===== src/include/dacsc_pkg.sv =====
// dacsc_pkg: register map, field positions, reset values and types of the
// converter calibration and gain-trim control block.
// assumes nothing beyond a SystemVerilog compiler; holds definitions only
package dacsc_pkg;

  localparam int DATA_W = 8;
  localparam int ADDR_W = 5;
  localparam int FIELD_W = 6;
  localparam int COEFF_N = 32;
  localparam int SLOT_W = 5;
  localparam int DIV_W = 12;
  localparam int STEP_W = 9;

  // register offsets
  localparam logic [ADDR_W-1:0] A_I_FINE = 5'h03;
  localparam logic [ADDR_W-1:0] A_I_COARSE = 5'h04;
  localparam logic [ADDR_W-1:0] A_I_CMRES = 5'h05;
  localparam logic [ADDR_W-1:0] A_Q_FINE = 5'h06;
  localparam logic [ADDR_W-1:0] A_Q_COARSE = 5'h07;
  localparam logic [ADDR_W-1:0] A_Q_CMRES = 5'h08;
  localparam logic [ADDR_W-1:0] A_REF_TRIM = 5'h0D;
  localparam logic [ADDR_W-1:0] A_CAL_CTRL = 5'h0E;
  localparam logic [ADDR_W-1:0] A_CAL_STAT = 5'h0F;
  localparam logic [ADDR_W-1:0] A_COEFF_IDX = 5'h10;
  localparam logic [ADDR_W-1:0] A_COEFF_DATA = 5'h11;
  localparam logic [ADDR_W-1:0] A_CAL_CMD = 5'h12;

  // calibration control fields
  localparam int B_DIV_MSB = 2;
  localparam int B_DIV_LSB = 0;
  localparam int B_CLK_EN = 3;
  localparam int B_SEL_I = 4;
  localparam int B_SEL_Q = 5;
  localparam logic [DATA_W-1:0] CTRL_MASK = 8'h3F;
  // command fields
  localparam int B_RD = 2;
  localparam int B_WR = 3;
  localparam int B_START = 4;
  localparam logic [DATA_W-1:0] CMD_MASK = 8'h1C;
  // status fields
  localparam int B_UNCAL_I = 0;
  localparam int B_UNCAL_Q = 1;
  localparam int B_BUSY_I = 2;
  localparam int B_BUSY_Q = 3;
  localparam int B_DONE_I = 6;
  localparam int B_DONE_Q = 7;

  // reset values
  localparam logic [DATA_W-1:0] REG_RST = 8'h00;
  localparam logic [FIELD_W-1:0] FIELD_RST = 6'h00;
  localparam logic UNCAL_RST = 1'b1;

  // coefficient indexing
  localparam logic [DATA_W-1:0] COEFF_FIRST = 8'h01;
  localparam logic [DATA_W-1:0] COEFF_LAST = 8'h20;

  // calibration timing: divider in converter clock cycles, steps in cal clock cycles
  localparam int CAL_DIV_MIN = 32;
  localparam int CAL_DIV_MAX = 2048;
  localparam logic [2:0] DIV_SEL_TOP = 3'h6;
  localparam int CAL_STEPS = 300;

  // serial frame layout: read flag, two zero bits, address, then data
  localparam int SPI_INSTR_LAST = 7;
  localparam int SPI_FRAME_LAST = 15;
  localparam int SPI_RD_POS = 6;

  typedef struct packed {
    logic [FIELD_W-1:0] ref_trim;
    logic [FIELD_W-1:0] fine_i;
    logic [FIELD_W-1:0] coarse_gain_i;
    logic [FIELD_W-1:0] cm_resistor_i;
    logic [FIELD_W-1:0] fine_q;
    logic [FIELD_W-1:0] coarse_gain_q;
    logic [FIELD_W-1:0] cm_resistor_q;
  } dacsc_trim_t;

  typedef enum logic [2:0] {
    DACSC_CE_IDLE = 3'b001,
    DACSC_CE_RUN = 3'b010,
    DACSC_CE_DONE = 3'b100
  } dacsc_ce_state_t;

  typedef enum logic [2:0] {
    DACSC_SPI_IDLE = 3'b001,
    DACSC_SPI_INSTR = 3'b010,
    DACSC_SPI_DATA = 3'b100
  } dacsc_spi_state_t;

  // cycles of the converter clock per calibration clock cycle
  function automatic logic [DIV_W-1:0] dacsc_div_count(input logic [2:0] sel);
    logic [DIV_W-1:0] n;
    n = DIV_W'(CAL_DIV_MIN) << sel;
    if (sel > DIV_SEL_TOP) begin
      n = DIV_W'(CAL_DIV_MAX);
    end
    return n;
  endfunction : dacsc_div_count

  // {valid, slot} for a coefficient index
  function automatic logic [SLOT_W:0] dacsc_coeff_slot(
    input logic [DATA_W-1:0] idx
  );
    logic ok;
    logic [DATA_W-1:0] off;
    ok = (idx >= COEFF_FIRST) && (idx <= COEFF_LAST);
    off = idx - COEFF_FIRST;
    return {ok, off[SLOT_W-1:0]};
  endfunction : dacsc_coeff_slot

endpackage : dacsc_pkg


===== src/rtl/dacsc_cal_engine.sv =====
// dacsc_cal_engine: calibration sequencer and coefficient store of one
// channel. assumes cal_tick is a one-cycle pulse per calibration clock and
// that start, write and slot come from logic on the same clock.
`timescale 1ns/1ps
module dacsc_cal_engine
  import dacsc_pkg::*;
(
  input wire logic clk,
  input wire logic reset_n,
  input wire logic cal_tick,
  input wire logic start,
  input wire logic wr_en,
  input wire logic [SLOT_W-1:0] wr_slot,
  input wire logic [FIELD_W-1:0] wr_data,
  input wire logic [SLOT_W-1:0] rd_slot,
  output logic [FIELD_W-1:0] rd_data,
  output logic busy,
  output logic done
);

  logic [FIELD_W-1:0] coeff_mem [COEFF_N];
  dacsc_ce_state_t state_reg;
  logic [STEP_W-1:0] step_reg;

  always_ff @(posedge clk) begin
    if (!reset_n) begin
      state_reg <= DACSC_CE_IDLE;
      step_reg <= '0;
    end else if (start) begin
      state_reg <= DACSC_CE_RUN;
      step_reg <= '0;
    end else begin
      case (state_reg)
        DACSC_CE_RUN: begin
          if (cal_tick) begin
            if (step_reg == STEP_W'(CAL_STEPS - 1)) begin
              state_reg <= DACSC_CE_DONE;
            end else begin
              step_reg <= step_reg + STEP_W'(1);
            end
          end
        end
        DACSC_CE_IDLE: state_reg <= DACSC_CE_IDLE;
        DACSC_CE_DONE: state_reg <= DACSC_CE_DONE;
        default: state_reg <= DACSC_CE_IDLE;
      endcase
    end
  end

  assign busy = (state_reg == DACSC_CE_RUN);
  assign done = (state_reg == DACSC_CE_DONE);

  // coefficient store, host writable
  // the analog measurement is outside; coefficients change only by writes
  always_ff @(posedge clk) begin
    if (!reset_n) begin
      for (int k = 0; k < COEFF_N; k++) begin
        coeff_mem[k] <= FIELD_RST;
      end
    end else if (wr_en) begin
      coeff_mem[wr_slot] <= wr_data;
    end
  end

  assign rd_data = coeff_mem[rd_slot];
endmodule : dacsc_cal_engine


===== src/rtl/dacsc_top.sv =====
// dacsc_top: serial register port, calibration clock divider, trim
// registers and the two channel calibration engines of the converter.
// assumes the host frames each access with spi_cs_n low and runs spi_sclk
// at no more than one eighth of clk; clk is the converter clock.
`timescale 1ns/1ps
module dacsc_top
  import dacsc_pkg::*;
(
  input wire logic clk,
  input wire logic reset_n,
  input wire logic spi_cs_n,
  input wire logic spi_sclk,
  input wire logic spi_sdio_in,
  output logic spi_sdio_out,
  output logic spi_sdio_oe,
  output dacsc_trim_t trim_out,
  output logic cal_clock_out,
  output logic cal_run_i,
  output logic cal_run_q
);

  logic cs_s1, cs_s2, sck_s1, sck_s2, sck_s3, sdi_s1, sdi_s2;
  logic sck_rise, sck_fall, cs_act;
  dacsc_spi_state_t spi_state_reg;
  logic [3:0] bit_cnt_reg;
  logic [DATA_W-1:0] shift_reg;
  logic [DATA_W-1:0] tx_reg;
  logic instr_rd_reg;
  logic [ADDR_W-1:0] instr_addr_reg;
  logic wr_commit_reg;
  logic [ADDR_W-1:0] wr_addr_reg;
  logic [DATA_W-1:0] wr_data_reg;
  logic [ADDR_W-1:0] rd_addr;
  logic [DATA_W-1:0] rd_mux;
  dacsc_trim_t trim_reg;
  logic [DATA_W-1:0] ctrl_reg;
  logic [DATA_W-1:0] cmd_reg;
  logic [DATA_W-1:0] index_reg;
  logic uncal_i_reg, uncal_q_reg;
  logic [DIV_W-1:0] div_cnt_reg;
  logic [DIV_W-1:0] div_n;
  logic cal_tick_reg;
  logic cal_clock_reg;
  logic start_pulse, coeff_wr;
  logic [SLOT_W:0] slot_info;
  logic [FIELD_W-1:0] rd_i, rd_q, coeff_rd;
  logic busy_i, busy_q, done_i, done_q;

  // pins are asynchronous to clk: two flops before any use
  always_ff @(posedge clk) begin
    if (!reset_n) begin
      cs_s1 <= 1'b1;
      cs_s2 <= 1'b1;
      sck_s1 <= 1'b0;
      sck_s2 <= 1'b0;
      sck_s3 <= 1'b0;
      sdi_s1 <= 1'b0;
      sdi_s2 <= 1'b0;
    end else begin
      cs_s1 <= spi_cs_n;
      cs_s2 <= cs_s1;
      sck_s1 <= spi_sclk;
      sck_s2 <= sck_s1;
      sck_s3 <= sck_s2;
      sdi_s1 <= spi_sdio_in;
      sdi_s2 <= sdi_s1;
    end
  end

  assign sck_rise = sck_s2 && !sck_s3;
  assign sck_fall = !sck_s2 && sck_s3;
  assign cs_act = !cs_s2;
  assign rd_addr = {shift_reg[3:0], sdi_s2};

  // frame sequencer: eight instruction bits, eight data bits, msb first
  always_ff @(posedge clk) begin
    if (!reset_n) begin
      spi_state_reg <= DACSC_SPI_IDLE;
      bit_cnt_reg <= '0;
      shift_reg <= REG_RST;
      instr_rd_reg <= 1'b0;
      instr_addr_reg <= '0;
    end else if (!cs_act) begin
      spi_state_reg <= DACSC_SPI_IDLE;
      bit_cnt_reg <= '0;
    end else begin
      case (spi_state_reg)
        DACSC_SPI_IDLE: begin
          spi_state_reg <= DACSC_SPI_INSTR;
          bit_cnt_reg <= '0;
        end
        DACSC_SPI_INSTR: begin
          if (sck_rise) begin
            shift_reg <= {shift_reg[DATA_W-2:0], sdi_s2};
            bit_cnt_reg <= bit_cnt_reg + 4'h1;
            if (bit_cnt_reg == 4'(SPI_INSTR_LAST)) begin
              spi_state_reg <= DACSC_SPI_DATA;
              instr_rd_reg <= shift_reg[SPI_RD_POS];
              instr_addr_reg <= rd_addr;
            end
          end
        end
        DACSC_SPI_DATA: begin
          if (sck_rise) begin
            shift_reg <= {shift_reg[DATA_W-2:0], sdi_s2};
            bit_cnt_reg <= bit_cnt_reg + 4'h1;
            if (bit_cnt_reg == 4'(SPI_FRAME_LAST)) begin
              spi_state_reg <= DACSC_SPI_IDLE;
            end
          end
        end
        default: spi_state_reg <= DACSC_SPI_IDLE;
      endcase
    end
  end

  // write strobe one cycle after the last data bit
  always_ff @(posedge clk) begin
    if (!reset_n) begin
      wr_commit_reg <= 1'b0;
      wr_addr_reg <= '0;
      wr_data_reg <= REG_RST;
    end else begin
      wr_commit_reg <= cs_act && sck_rise && !instr_rd_reg &&
        (spi_state_reg == DACSC_SPI_DATA) &&
        (bit_cnt_reg == 4'(SPI_FRAME_LAST));
      wr_addr_reg <= instr_addr_reg;
      wr_data_reg <= {shift_reg[DATA_W-2:0], sdi_s2};
    end
  end

  // read data is captured once, when the address is complete, and
  // shifted out on falling sclk so the host can sample on rising sclk
  always_ff @(posedge clk) begin
    if (!reset_n) begin
      tx_reg <= REG_RST;
      spi_sdio_out <= 1'b0;
      spi_sdio_oe <= 1'b0;
    end else if (!cs_act) begin
      spi_sdio_oe <= 1'b0;
    end else begin
      if (sck_rise && (spi_state_reg == DACSC_SPI_INSTR) &&
          (bit_cnt_reg == 4'(SPI_INSTR_LAST))) begin
        tx_reg <= rd_mux;
      end else if (sck_fall) begin
        if ((spi_state_reg == DACSC_SPI_DATA) && instr_rd_reg) begin
          spi_sdio_out <= tx_reg[DATA_W-1];
          spi_sdio_oe <= 1'b1;
          tx_reg <= {tx_reg[DATA_W-2:0], 1'b0};
        end else begin
          spi_sdio_oe <= 1'b0;
        end
      end
    end
  end

  assign slot_info = dacsc_coeff_slot(index_reg);

  // lowest selected channel answers a read
  always_comb begin
    coeff_rd = FIELD_RST;
    if (slot_info[SLOT_W]) begin
      if (ctrl_reg[B_SEL_I]) begin
        coeff_rd = rd_i;
      end else if (ctrl_reg[B_SEL_Q]) begin
        coeff_rd = rd_q;
      end
    end
  end

  // register readback; unmapped offsets and upper bits read zero
  always_comb begin
    rd_mux = REG_RST;
    case (rd_addr)
      A_I_FINE: rd_mux = DATA_W'(trim_reg.fine_i);
      A_I_COARSE: rd_mux = DATA_W'(trim_reg.coarse_gain_i);
      A_I_CMRES: rd_mux = DATA_W'(trim_reg.cm_resistor_i);
      A_Q_FINE: rd_mux = DATA_W'(trim_reg.fine_q);
      A_Q_COARSE: rd_mux = DATA_W'(trim_reg.coarse_gain_q);
      A_Q_CMRES: rd_mux = DATA_W'(trim_reg.cm_resistor_q);
      A_REF_TRIM: rd_mux = DATA_W'(trim_reg.ref_trim);
      A_CAL_CTRL: rd_mux = ctrl_reg;
      A_CAL_STAT: begin
        rd_mux[B_UNCAL_I] = uncal_i_reg;
        rd_mux[B_UNCAL_Q] = uncal_q_reg;
        rd_mux[B_BUSY_I] = busy_i;
        rd_mux[B_BUSY_Q] = busy_q;
        rd_mux[B_DONE_I] = done_i;
        rd_mux[B_DONE_Q] = done_q;
      end
      A_COEFF_IDX: rd_mux = index_reg;
      // data only while read bit set
      A_COEFF_DATA: begin
        if (cmd_reg[B_RD]) begin
          rd_mux = DATA_W'(coeff_rd);
        end
      end
      A_CAL_CMD: rd_mux = cmd_reg;
      default: rd_mux = REG_RST;
    endcase
  end

  always_ff @(posedge clk) begin
    if (!reset_n) begin
      trim_reg <= '0;
    end else if (wr_commit_reg) begin
      case (wr_addr_reg)
        A_I_FINE: trim_reg.fine_i <= wr_data_reg[FIELD_W-1:0];
        A_I_COARSE: trim_reg.coarse_gain_i <= wr_data_reg[FIELD_W-1:0];
        A_I_CMRES: trim_reg.cm_resistor_i <= wr_data_reg[FIELD_W-1:0];
        A_Q_FINE: trim_reg.fine_q <= wr_data_reg[FIELD_W-1:0];
        A_Q_COARSE: trim_reg.coarse_gain_q <= wr_data_reg[FIELD_W-1:0];
        A_Q_CMRES: trim_reg.cm_resistor_q <= wr_data_reg[FIELD_W-1:0];
        A_REF_TRIM: trim_reg.ref_trim <= wr_data_reg[FIELD_W-1:0];
        default: trim_reg <= trim_reg;
      endcase
    end
  end

  assign trim_out = trim_reg;

  // control, index and command registers
  always_ff @(posedge clk) begin
    if (!reset_n) begin
      ctrl_reg <= REG_RST;
      index_reg <= REG_RST;
      cmd_reg <= REG_RST;
    end else if (wr_commit_reg) begin
      if (wr_addr_reg == A_CAL_CTRL) begin
        ctrl_reg <= wr_data_reg & CTRL_MASK;
      end
      if (wr_addr_reg == A_COEFF_IDX) begin
        index_reg <= wr_data_reg;
      end
      if (wr_addr_reg == A_CAL_CMD) begin
        cmd_reg <= wr_data_reg & CMD_MASK;
      end
    end
  end

  always_ff @(posedge clk) begin
    if (!reset_n) begin
      uncal_i_reg <= UNCAL_RST;
      uncal_q_reg <= UNCAL_RST;
    end else if (wr_commit_reg && (wr_addr_reg == A_CAL_CMD) &&
                 (wr_data_reg == REG_RST)) begin
      uncal_i_reg <= 1'b0;
      uncal_q_reg <= 1'b0;
    end
  end

  // start on a zero-to-one write of the start bit
  assign start_pulse = wr_commit_reg && (wr_addr_reg == A_CAL_CMD) &&
    wr_data_reg[B_START] && !cmd_reg[B_START];

  // store only while write bit set
  assign coeff_wr = wr_commit_reg && (wr_addr_reg == A_COEFF_DATA) &&
    cmd_reg[B_WR] && slot_info[SLOT_W];

  // divider length from the select field
  assign div_n = dacsc_div_count(ctrl_reg[B_DIV_MSB:B_DIV_LSB]);

  // divider held in reset while clock disabled
  // the output is high for the first half of each cal cycle
  always_ff @(posedge clk) begin
    if (!reset_n || !ctrl_reg[B_CLK_EN]) begin
      div_cnt_reg <= '0;
      cal_tick_reg <= 1'b0;
      cal_clock_reg <= 1'b0;
    end else if (div_cnt_reg >= div_n - DIV_W'(1)) begin
      div_cnt_reg <= '0;
      cal_tick_reg <= 1'b1;
      cal_clock_reg <= 1'b1;
    end else begin
      div_cnt_reg <= div_cnt_reg + DIV_W'(1);
      cal_tick_reg <= 1'b0;
      if (div_cnt_reg == (div_n >> 1) - DIV_W'(1)) begin
        cal_clock_reg <= 1'b0;
      end
    end
  end

  assign cal_clock_out = cal_clock_reg;

  // select bits gate start and writes
  dacsc_cal_engine u_eng_i (
    .clk(clk),
    .reset_n(reset_n),
    .cal_tick(cal_tick_reg),
    .start(start_pulse && ctrl_reg[B_SEL_I]),
    .wr_en(coeff_wr && ctrl_reg[B_SEL_I]),
    .wr_slot(slot_info[SLOT_W-1:0]),
    .wr_data(wr_data_reg[FIELD_W-1:0]),
    .rd_slot(slot_info[SLOT_W-1:0]),
    .rd_data(rd_i),
    .busy(busy_i),
    .done(done_i)
  );

  dacsc_cal_engine u_eng_q (
    .clk(clk),
    .reset_n(reset_n),
    .cal_tick(cal_tick_reg),
    .start(start_pulse && ctrl_reg[B_SEL_Q]),
    .wr_en(coeff_wr && ctrl_reg[B_SEL_Q]),
    .wr_slot(slot_info[SLOT_W-1:0]),
    .wr_data(wr_data_reg[FIELD_W-1:0]),
    .rd_slot(slot_info[SLOT_W-1:0]),
    .rd_data(rd_q),
    .busy(busy_q),
    .done(done_q)
  );

  // progress flags to the pins, one cycle behind the engines
  always_ff @(posedge clk) begin
    if (!reset_n) begin
      cal_run_i <= 1'b0;
      cal_run_q <= 1'b0;
    end else begin
      cal_run_i <= busy_i;
      cal_run_q <= busy_q;
    end
  end

  // gap between cal ticks, for checking only
  logic [DIV_W-1:0] gap_cnt;
  logic gap_valid;
  always_ff @(posedge clk) begin
    if (!reset_n || !ctrl_reg[B_CLK_EN]) begin
      gap_cnt <= '0;
      gap_valid <= 1'b0;
    end else if (cal_tick_reg) begin
      gap_cnt <= DIV_W'(1);
      gap_valid <= 1'b1;
    end else begin
      gap_cnt <= gap_cnt + DIV_W'(1);
    end
  end
endmodule : dacsc_top


===== config.mk =====
export PLATFORM = sky130hd
export DESIGN_NAME = dacsc_top
export DESIGN_NICKNAME = d
export VERILOG_FILES = /design/src/include/dacsc_pkg.sv /design/src/rtl/dacsc_cal_engine.sv /design/src/rtl/dacsc_top.sv
export SDC_FILE = /design/constraint.sdc
export NUM_CORES = 1
export LEC_CHECK = 0
export ABC_AREA = 1
export BUFFER_PORTS_ARGS = -buffer_cell sky130_fd_sc_hd__buf_2
export CAP_MARGIN = 20
export CORE_ASPECT_RATIO = 0.5
export CORE_MARGIN = 1
export CORE_UTILIZATION = 55
export CTS_CLUSTER_SIZE = 16
export DETAILED_ROUTE_END_ITERATION = 6
export MAX_ROUTING_LAYER = met4
export PLACE_DENSITY = 0.82
export SLEW_MARGIN = 20
export SYNTH_ARGS = -nofsm -noshare
export SYNTH_HDL_FRONTEND = slang
export SYNTH_SLANG_ARGS = --single-unit

===== constraint.sdc =====
create_clock -name clk -period 6.4 [get_ports clk]
set_input_delay 1.28 -clock clk [delete_from_list [all_inputs] [get_ports clk]]
set_output_delay 1.28 -clock clk [all_outputs]
set_load 0.01 [all_outputs]

==> impl_results.md, run 1 <==
- Worst min-delay path category: reg -> reg
- Setup CP Type: reg -> reg
- Part of the Yosys area used for sequential elements: 59.0%
- Fin. Hold Viols: 0
- Detail Route Antenna Nets: 0
- Syn Area/Cell: 9.11 µm²
- Num CTS Buffers: 47
- Core area: 0.0439 mm²
- Reg2reg start: index_reg[0]$_SDFFE_PN0P_
- TritonCTS clock tree: built
- Worst hold path startpoint: sck_s1$_SDFF_PN0_
- Critical path endpoint category: flop
- Fill cells: 3433
- Slew @ Worst Pin: 1.13 ns
- Die Ht: 152 µm
- First-iteration detailed-routing DRC count: 3074
- Post-Syn Area: 0.0246 mm²
- Area of the multi-input gates: 0.00893 mm²
- WP data required: 6.88 ns
- Setup bufs post-CTS: 0
- IR drop worst, VDD: 0.253 mV
- Compound-Gate Fraction of Synth Area: 10.0%
- Fmax: 234 MHz
- Io pins: 52
- Area Overhead vs Synth: 8.63%
- WP data arrival: 4.77 ns
- Crit path setup slack, layout: 2.12 ns
- Largest fanout on the critical path: 103
- Initial antenna violation count: 0
- Worst hold stages: 2
- Final std cells w/o fill: 3311
- Hold EP: sck_s2$_SDFF_PN0_
- CP startpoint: index_reg[0]$_SDFFE_PN0P_
- Largest family of logic cells by synthesized area: simple AND/OR/NAND/NOR gates
- Overall Power: 6.94 mW
- Final-report max-slew violation count: 0
- Result of the run: completed
- Post-synthesis adder-cell area fraction: 0.863%
- Share of cells above drive strength 1: 8.41%
- Pre-Repair DR Iteration Count: 6
- Worst skew pair latency: 0.57 ns
- Commonest non-fill, non-tap cell in the layout: nand2_1
- #FFs+latches synth: 535
- Largest net degree at the start of global routing: 104
- FF+latch area: 0.0146 mm²
- Yosys warning count: 0
- Critical path startpoint category: flop
- Worst R2R Setup Slack: 2.12 ns
- XOR/XNOR share of the synthesized area: 0.497%
- Critical path's largest stage delay: 0.83 ns
- Final Wtd Congestion: 0.988
- Crit path time final: 4.28 ns
- Crit-path cells: inv_6 -> ha_4 -> inv_2 -> buf_4 -> a21oi_1 -> a22o_1 -> nand2_1 -> nand2_1 -> nor2_1 -> nand2_1 -> a21oi_1 -> nand2_1 -> nand2_1 -> nand2_1 -> a21oi_1
- Worst reg2reg endpoint: tx_reg[5]$_SDFFE_PN0P_
- RSZ-0062 raised after global routing: no
- P per Cell Area: 259 mW/mm²
- Max Cap Viol: 0
- Worst-path clk slew: 0.07 ns
- Starting density of the core: 56.1%
- Post-DP HPWL: 42100 µm
- Clock Sinks: 535
- WL/cell: 19.8 µm
- Multiplexer share of the synthesized area: 0%
- Lkg Pwr: 10.6 nW
- Final hold slack: 0.410 ns
- Slowest CP cell: dfxtp_4
- Period utilization: 66.9%
- Final setup viols: 0
- Die span in x: 301 µm
- Post-Layout Inst Area: 0.0268 mm²
- Post-Route WL: 65700 µm
- Hold buffers post-CTS: 0
- Cell mode on critical path: nand2_1
- Post-synth EDFFs: 384
- Final core utilization: 61.0%
- Clock skew: 0.0237 ns
- Gate Count Post-Synth: 2707
- Die Footprint: 0.0457 mm²
- Highest-count cells in the layout ignoring fill and taps: nand2_1, nor2_1, edfxtp_1, a21oi_1, dfxtp_1
- Row cnt: 54
- Post-synth top flop: edfxtp_1
- Setup_tns: 0 ns
- Netlist cell types: 45
- Deepest clock path buffer count: 3
- Placed cells: 3223
- Number of global-route vias before repair: 18400
- Via density per instance: 6.02
- First-pass GRT wire length: 101000 µm
- Simple-Gate Fraction of Synth Area: 24.8%
- GR Util All Layers: 29.4%
- Port Buffer Count: 51
- Post-Place Cell Area: 0.0252 mm²
- Synth Net Count: 2729
- CTS resizes: 0
- H-tree levels: 2
- CTS Root Cell: clkbuf_16
- R2R cell count: 15
- Drt drc: 0
- Via count: 19900
- Relative slew margins: 24.0%
- Global route overflow: 0
- Place WS: 2.28 ns
- # nets final: 2706
- Share of flip-flops with an asynchronous set or reset: 0%
-- cell type report --
| cell class | instances | share of cell area [%] |
|---|---|---|
| clock buffer | 64 | 4.90 |
| clock inverter | 23 | 0.920 |
| tap | 588 | 2.75 |
| timing repair buffer | 74 | 1.65 |
| multi-input combinational | 1881 | 33.4 |
| antenna | 1 | 0.00934 |
| inverter | 145 | 2.05 |
| sequential | 535 | 54.4 |
-- critical path, delay by kind of cell (launching register included) --
| family | cells | cell delay, ns |
|---|---|---|
| compound gates | 4 | 0.67 |
| fa+ha+maj | 1 | 0.39 |
| buf+inv | 3 | 1.60 |
| flops | 1 | 0.83 |
| simple gates | 7 | 0.65 |
-- cell families (layout without fill, tap and decap cells) --
| kind of cell | count (synthesis) | in the layout |
|---|---|---|
| AO/OA/AOI/OAI | 436 | 436 |
| XOR/XNOR | 14 | 14 |
| adder cells (fa/ha/maj) | 17 | 17 |
| buffers and inverters | 291 | 306 |
| flip-flops | 535 | 535 |
| other | 0 | 1 |
| AND/OR/NAND/NOR | 1414 | 1414 |
-- how the worst max path moves through the flow --
stage | cells after the start | end
6_report | 15 | tx_reg[5]$_SDFFE_PN0P_
5_1_grt | 12 | u_eng_i.coeff_mem[15][3]$_SDFFCE_PN0P_
4_1_cts | 12 | u_eng_i.coeff_mem[15][5]$_SDFFCE_PN0P_
3_5_place_dp | 12 | u_eng_q.coeff_mem[15][4]$_SDFFCE_PN0P_
3_3_place_gp | 14 | tx_reg[3]$_SDFFE_PN0P_
2_1_floorplan | 14 | u_eng_i.coeff_mem[31][0]$_SDFFCE_PN0P_
-- cells in the mapped netlist (3+ instances only) --
cell | n | area, µm²
o21bai_1 | 3 | 22.5
ha_1 | 17 | 213
a211oi_1 | 4 | 30.0
buf_6 | 4 | 45.0
a32o_1 | 6 | 60.1
nand3_1 | 129 | 646
clkinv_1 | 3 | 11.3
xor2_1 | 12 | 105
nor4_1 | 10 | 62.6
o21a_1 | 4 | 30.0
inv_1 | 140 | 526
nor3_1 | 16 | 80.1
edfxtp_1 | 384 | 11500
o22ai_1 | 14 | 87.6
or2_2 | 5 | 31.3
nand4_1 | 21 | 131
o211ai_1 | 5 | 37.5
nor3b_1 | 5 | 37.5
a22oi_1 | 33 | 248
o221ai_1 | 3 | 26.3
nor2_1 | 561 | 2110
o21ai_0 | 106 | 531
nand2_1 | 596 | 2240
clkbuf_1 | 94 | 353
o2111ai_1 | 4 | 35.0
dfxtp_1 | 151 | 3020
buf_1 | 13 | 48.8
nand2_4 | 60 | 676
buf_2 | 33 | 165
a21oi_1 | 229 | 1150
a22o_1 | 19 | 166
-- routing by layer --
| metal | share of wire, % | vias to the layer above | wire [µm] | global-route usage [%] |
|---|---|---|---|---|
| met2 | 45 | 1415 | 29500 | 44.6 |
| met3 | 12 | 225 | 8160 | 5.77 |
| li1 | - | 9066 | - | - |
| met5 | 0 | - | 0 | - |
| met4 | 4.1 | 0 | 2700 | 11.9 |
| met1 | 39 | 9218 | 25300 | 39.1 |
-- where the power goes --
group	switching, mW	leakage (nW)	internal, mW	total (mW)
clock network	1.26	0.764	1.64	2.91
logic	0.127	5.00	0.0444	0.171
registers	0.0423	4.86	3.82	3.87
total	1.43	10.6	5.51	6.94
(Power assumes the default switching activity.)
==> run 2: changes to the inputs <==
==> constraint.sdc (replaced) <==
create_clock -name clk -period 4.32 [get_ports clk]
set_input_delay 0.864 -clock clk [delete_from_list [all_inputs] [get_ports clk]]
set_output_delay 0.864 -clock clk [all_outputs]
set_load 0.01 [all_outputs]
==> run 2 against run 1 <==
  * Register-to-register slack lost 1.2 ns
  * Clock skew shrank 0.0014 ns
  * Worst hold slack lost 0.0020 ns
  * Critical path type unchanged
  * Critical endpoint unchanged
  * Largest power group unchanged
==> impl_results.md, run 2 (same netlist as run 1, synthesis figures left out) <==
- Worst hold path startpoint: sdi_s1$_SDFF_PN0_ (was sck_s1$_SDFF_PN0_)
- Crit-path leading delay family: buffers and inverters (unchanged)
- First-pass GRT wire length: 100000 µm (was 101000 µm)
- Buf+Inv Stages, Crit Path: 3 (unchanged)
- Deepest clock path buffer count: 3 (unchanged)
- Psw: 2.17 mW (was 1.43 mW)
- Reg2reg start: index_reg[1]$_SDFFE_PN0P_ (was index_reg[0]$_SDFFE_PN0P_)
- Worst hold stages: 2 (unchanged)
- GR met3 Demand/Resource: 7.36% (was 5.77%)
- Area Overhead vs Synth: 9.28% (was 8.63%)
- Cell mode on critical path: nand2_1 (unchanged)
- IR drop worst, VDD: 0.353 mV (was 0.253 mV)
- Setup_tns: 0 ns (unchanged)
- Crit-path cells: inv_1 -> ha_4 -> inv_2 -> buf_4 -> a21oi_1 -> a22oi_1 -> o21ai_0 -> nor2_1 -> nand2_1 -> a21oi_1 -> nand2_1 -> nand2_1 -> nand2_1 -> a21oi_1 (was inv_6 -> ha_4 -> inv_2 -> buf_4 -> a21oi_1 -> a22o_1 -> nand2_1 -> nand2_1 -> nor2_1 -> nand2_1 -> a21oi_1 -> nand2_1 -> nand2_1 -> nand2_1 -> a21oi_1)
- Setup bufs post-CTS: 0 (unchanged)
- Via count: 19900 (about the same)
- Critical path's largest stage delay: 0.50 ns (was 0.83 ns)
- Clock Sinks: 535 (unchanged)
- Starting density of the core: 56.1% (unchanged)
- Relative slew margins: 38.8% (was 24.0%)
- Logic pwr share: 2.4% (was 2.5%)
- Worst min-delay path category: reg -> reg (unchanged)
- Seq pwr share: 54.3% (was 55.7%)
- Critical path startpoint category: flop (unchanged)
- Worst skew pair latency: 0.58 ns (was 0.57 ns)
- Place WS: 1.09 ns (was 2.28 ns)
- Crit path setup slack, layout: 0.917 ns (was 2.12 ns)
- Post-Place Cell Area: 0.0253 mm² (was 0.0252 mm²)
- Max Cap Viol: 0 (unchanged)
- Detail Route Antenna Nets: 0 (unchanged)
- R2R cell count: 14 (was 15)
- First-iteration detailed-routing DRC count: 3072 (was 3074)
- Highest-count cells in the layout ignoring fill and taps: nand2_1, nor2_1, edfxtp_1, a21oi_1, dfxtp_1 (unchanged)
- Global route overflow: 0 (unchanged)
- Num CTS Buffers: 48 (was 47)
- Initial antenna violation count: 0 (unchanged)
- Fin. Hold Viols: 0 (unchanged)
- # nets final: 2707 (was 2706)
- CTS resizes: 0 (unchanged)
- Most Crowded Layer GR: met2 (unchanged)
- Fmax: 294 MHz (was 234 MHz)
- Port Buffer Count: 51 (unchanged)
- WP data arrival: 3.90 ns (was 4.77 ns)
- Critical path endpoint category: flop (unchanged)
- Lkg Pwr: 10.7 nW (was 10.6 nW)
- Worst R2R Setup Slack: 0.92 ns (was 2.12 ns)
- GR Util All Layers: 29.6% (was 29.4%)
- Post-Layout Inst Area: 0.0269 mm² (was 0.0268 mm²)
- Die Footprint: 0.0457 mm² (unchanged)
- H-tree levels: 2 (unchanged)
- Clock skew: 0.0223 ns (was 0.0237 ns)
- Die span in x: 301 µm (unchanged)
- Die Ht: 152 µm (unchanged)
- Sw frac: 20.5% (was 20.6%)
- Crit path time final: 3.40 ns (was 4.28 ns)
- Internal power: 8.39 mW (was 5.51 mW)
- Largest fanout on the critical path: 36 (was 103)
- Via density per instance: 6.02 (about the same)
- Final Wtd Congestion: 1.04 (was 0.988)
- Drt drc: 0 (unchanged)
- P per Cell Area: 392 mW/mm² (was 259 mW/mm²)
- Row cnt: 54 (unchanged)
- Post-DP HPWL: 44000 µm (was 42100 µm)
- GR Layer Usage met2: 45.9% (was 44.6%)
- Clock power share: 43.3% (was 41.9%)
- Number of global-route vias before repair: 18100 (was 18400)
- Final-report max-slew violation count: 0 (unchanged)
- Slowest CP cell: buf_4 (was dfxtp_4)
- CTS Root Cell: clkbuf_16 (unchanged)
- RSZ-0062 raised after global routing: no (unchanged)
- WL/cell: 20.1 µm (was 19.8 µm)
- Result of the run: completed (unchanged)
- CP startpoint: index_reg[1]$_SDFFE_PN0P_ (was index_reg[0]$_SDFFE_PN0P_)
- Worst-path clk slew: 0.07 ns (about the same)
- Met1 Usage GRT: 38.1% (was 39.1%)
- Worst reg2reg endpoint: tx_reg[5]$_SDFFE_PN0P_ (unchanged)
- Hold EP: sdi_s2$_SDFF_PN0_ (was sck_s2$_SDFF_PN0_)
- Io pins: 52 (unchanged)
- Slew @ Worst Pin: 0.918 ns (was 1.13 ns)
- Core area: 0.0439 mm² (unchanged)
- Period utilization: 78.8% (was 66.9%)
- Ant. Diodes: 0 (was 1)
- Hold buffers post-CTS: 0 (unchanged)
- Post-Route WL: 66600 µm (was 65700 µm)
- Commonest non-fill, non-tap cell in the layout: nand2_1 (unchanged)
- WP data required: 4.82 ns (was 6.88 ns)
- Largest net degree at the start of global routing: 196 (was 104)
- Share of cells above drive strength 1: 8.67% (was 8.41%)
- Pre-Repair DR Iteration Count: 7 (was 6)
- Final setup viols: 0 (unchanged)
- TritonCTS clock tree: built (unchanged)
- Final core utilization: 61.3% (was 61.0%)
- Setup CP Type: reg -> reg (unchanged)
## run 2: layer usage
layer | vias to the layer above | routed length [µm]
li1 | 9063 | -
met1 | 9265 | 25500
met2 | 1365 | 29800
met3 | 228 | 8770
met4 | 0 | 2460
met5 | - | 0
## run 2: layout make-up
class | instances | area [µm²]
multi-input cells | 1881 | 8940
flip-flops and latches | 535 | 14600
clock inverters | 25 | 307
fillers | 3388 | 17000
repair buffers | 74 | 480
well taps | 588 | 736
inverters | 145 | 549
clock buffers | 62 | 1370
## run 2: worst max-delay path by stage
stage | endpoint | slack, ns | cells past startpoint
6_report | tx_reg[5]$_SDFFE_PN0P_ | 0.92 | 14
5_1_grt | tx_reg[5]$_SDFFE_PN0P_ | 0.79 | 14
4_1_cts | u_eng_i.coeff_mem[28][5]$_SDFFCE_PN0P_ | 1.13 | 9
3_5_place_dp | u_eng_i.coeff_mem[28][5]$_SDFFCE_PN0P_ | 1.09 | 7
3_3_place_gp | u_eng_i.coeff_mem[27][5]$_SDFFCE_PN0P_ | 1.16 | 7
2_1_floorplan | u_eng_i.coeff_mem[31][0]$_SDFFCE_PN0P_ | 1.33 | 14
## run 2: power groups by stage
stage | combinational, mW | clock, mW | sequential (mW)
final | 0.256 | 4.57 | 5.73
after global routing | 0.277 | 4.73 | 5.74
after CTS | 0.250 | 4.55 | 5.73
after detailed placement | 0.248 | 0 | 5.84
after global placement | 0.243 | 0 | 5.83
after floorplan | 0.177 | 0 | 5.81
## run 2: worst min-delay path, stage by stage (launching register included)
cell	delay, ns
dfxtp_1	0.30
nand2_1	0.05
inv_1	0.04
## run 2: through the flow
stage / power [mW] / instances / hold slack [ns]
floorplan: 5.99 / 2707 / 0.390
global placement: 6.07 / 3223 / 0.392
detailed placement: 6.09 / 3223 / 0.403
CTS: 10.5 / 3310 / 0.413
global route: 10.7 / 3310 / 0.428
finish: 10.6 / 3310 / 0.408
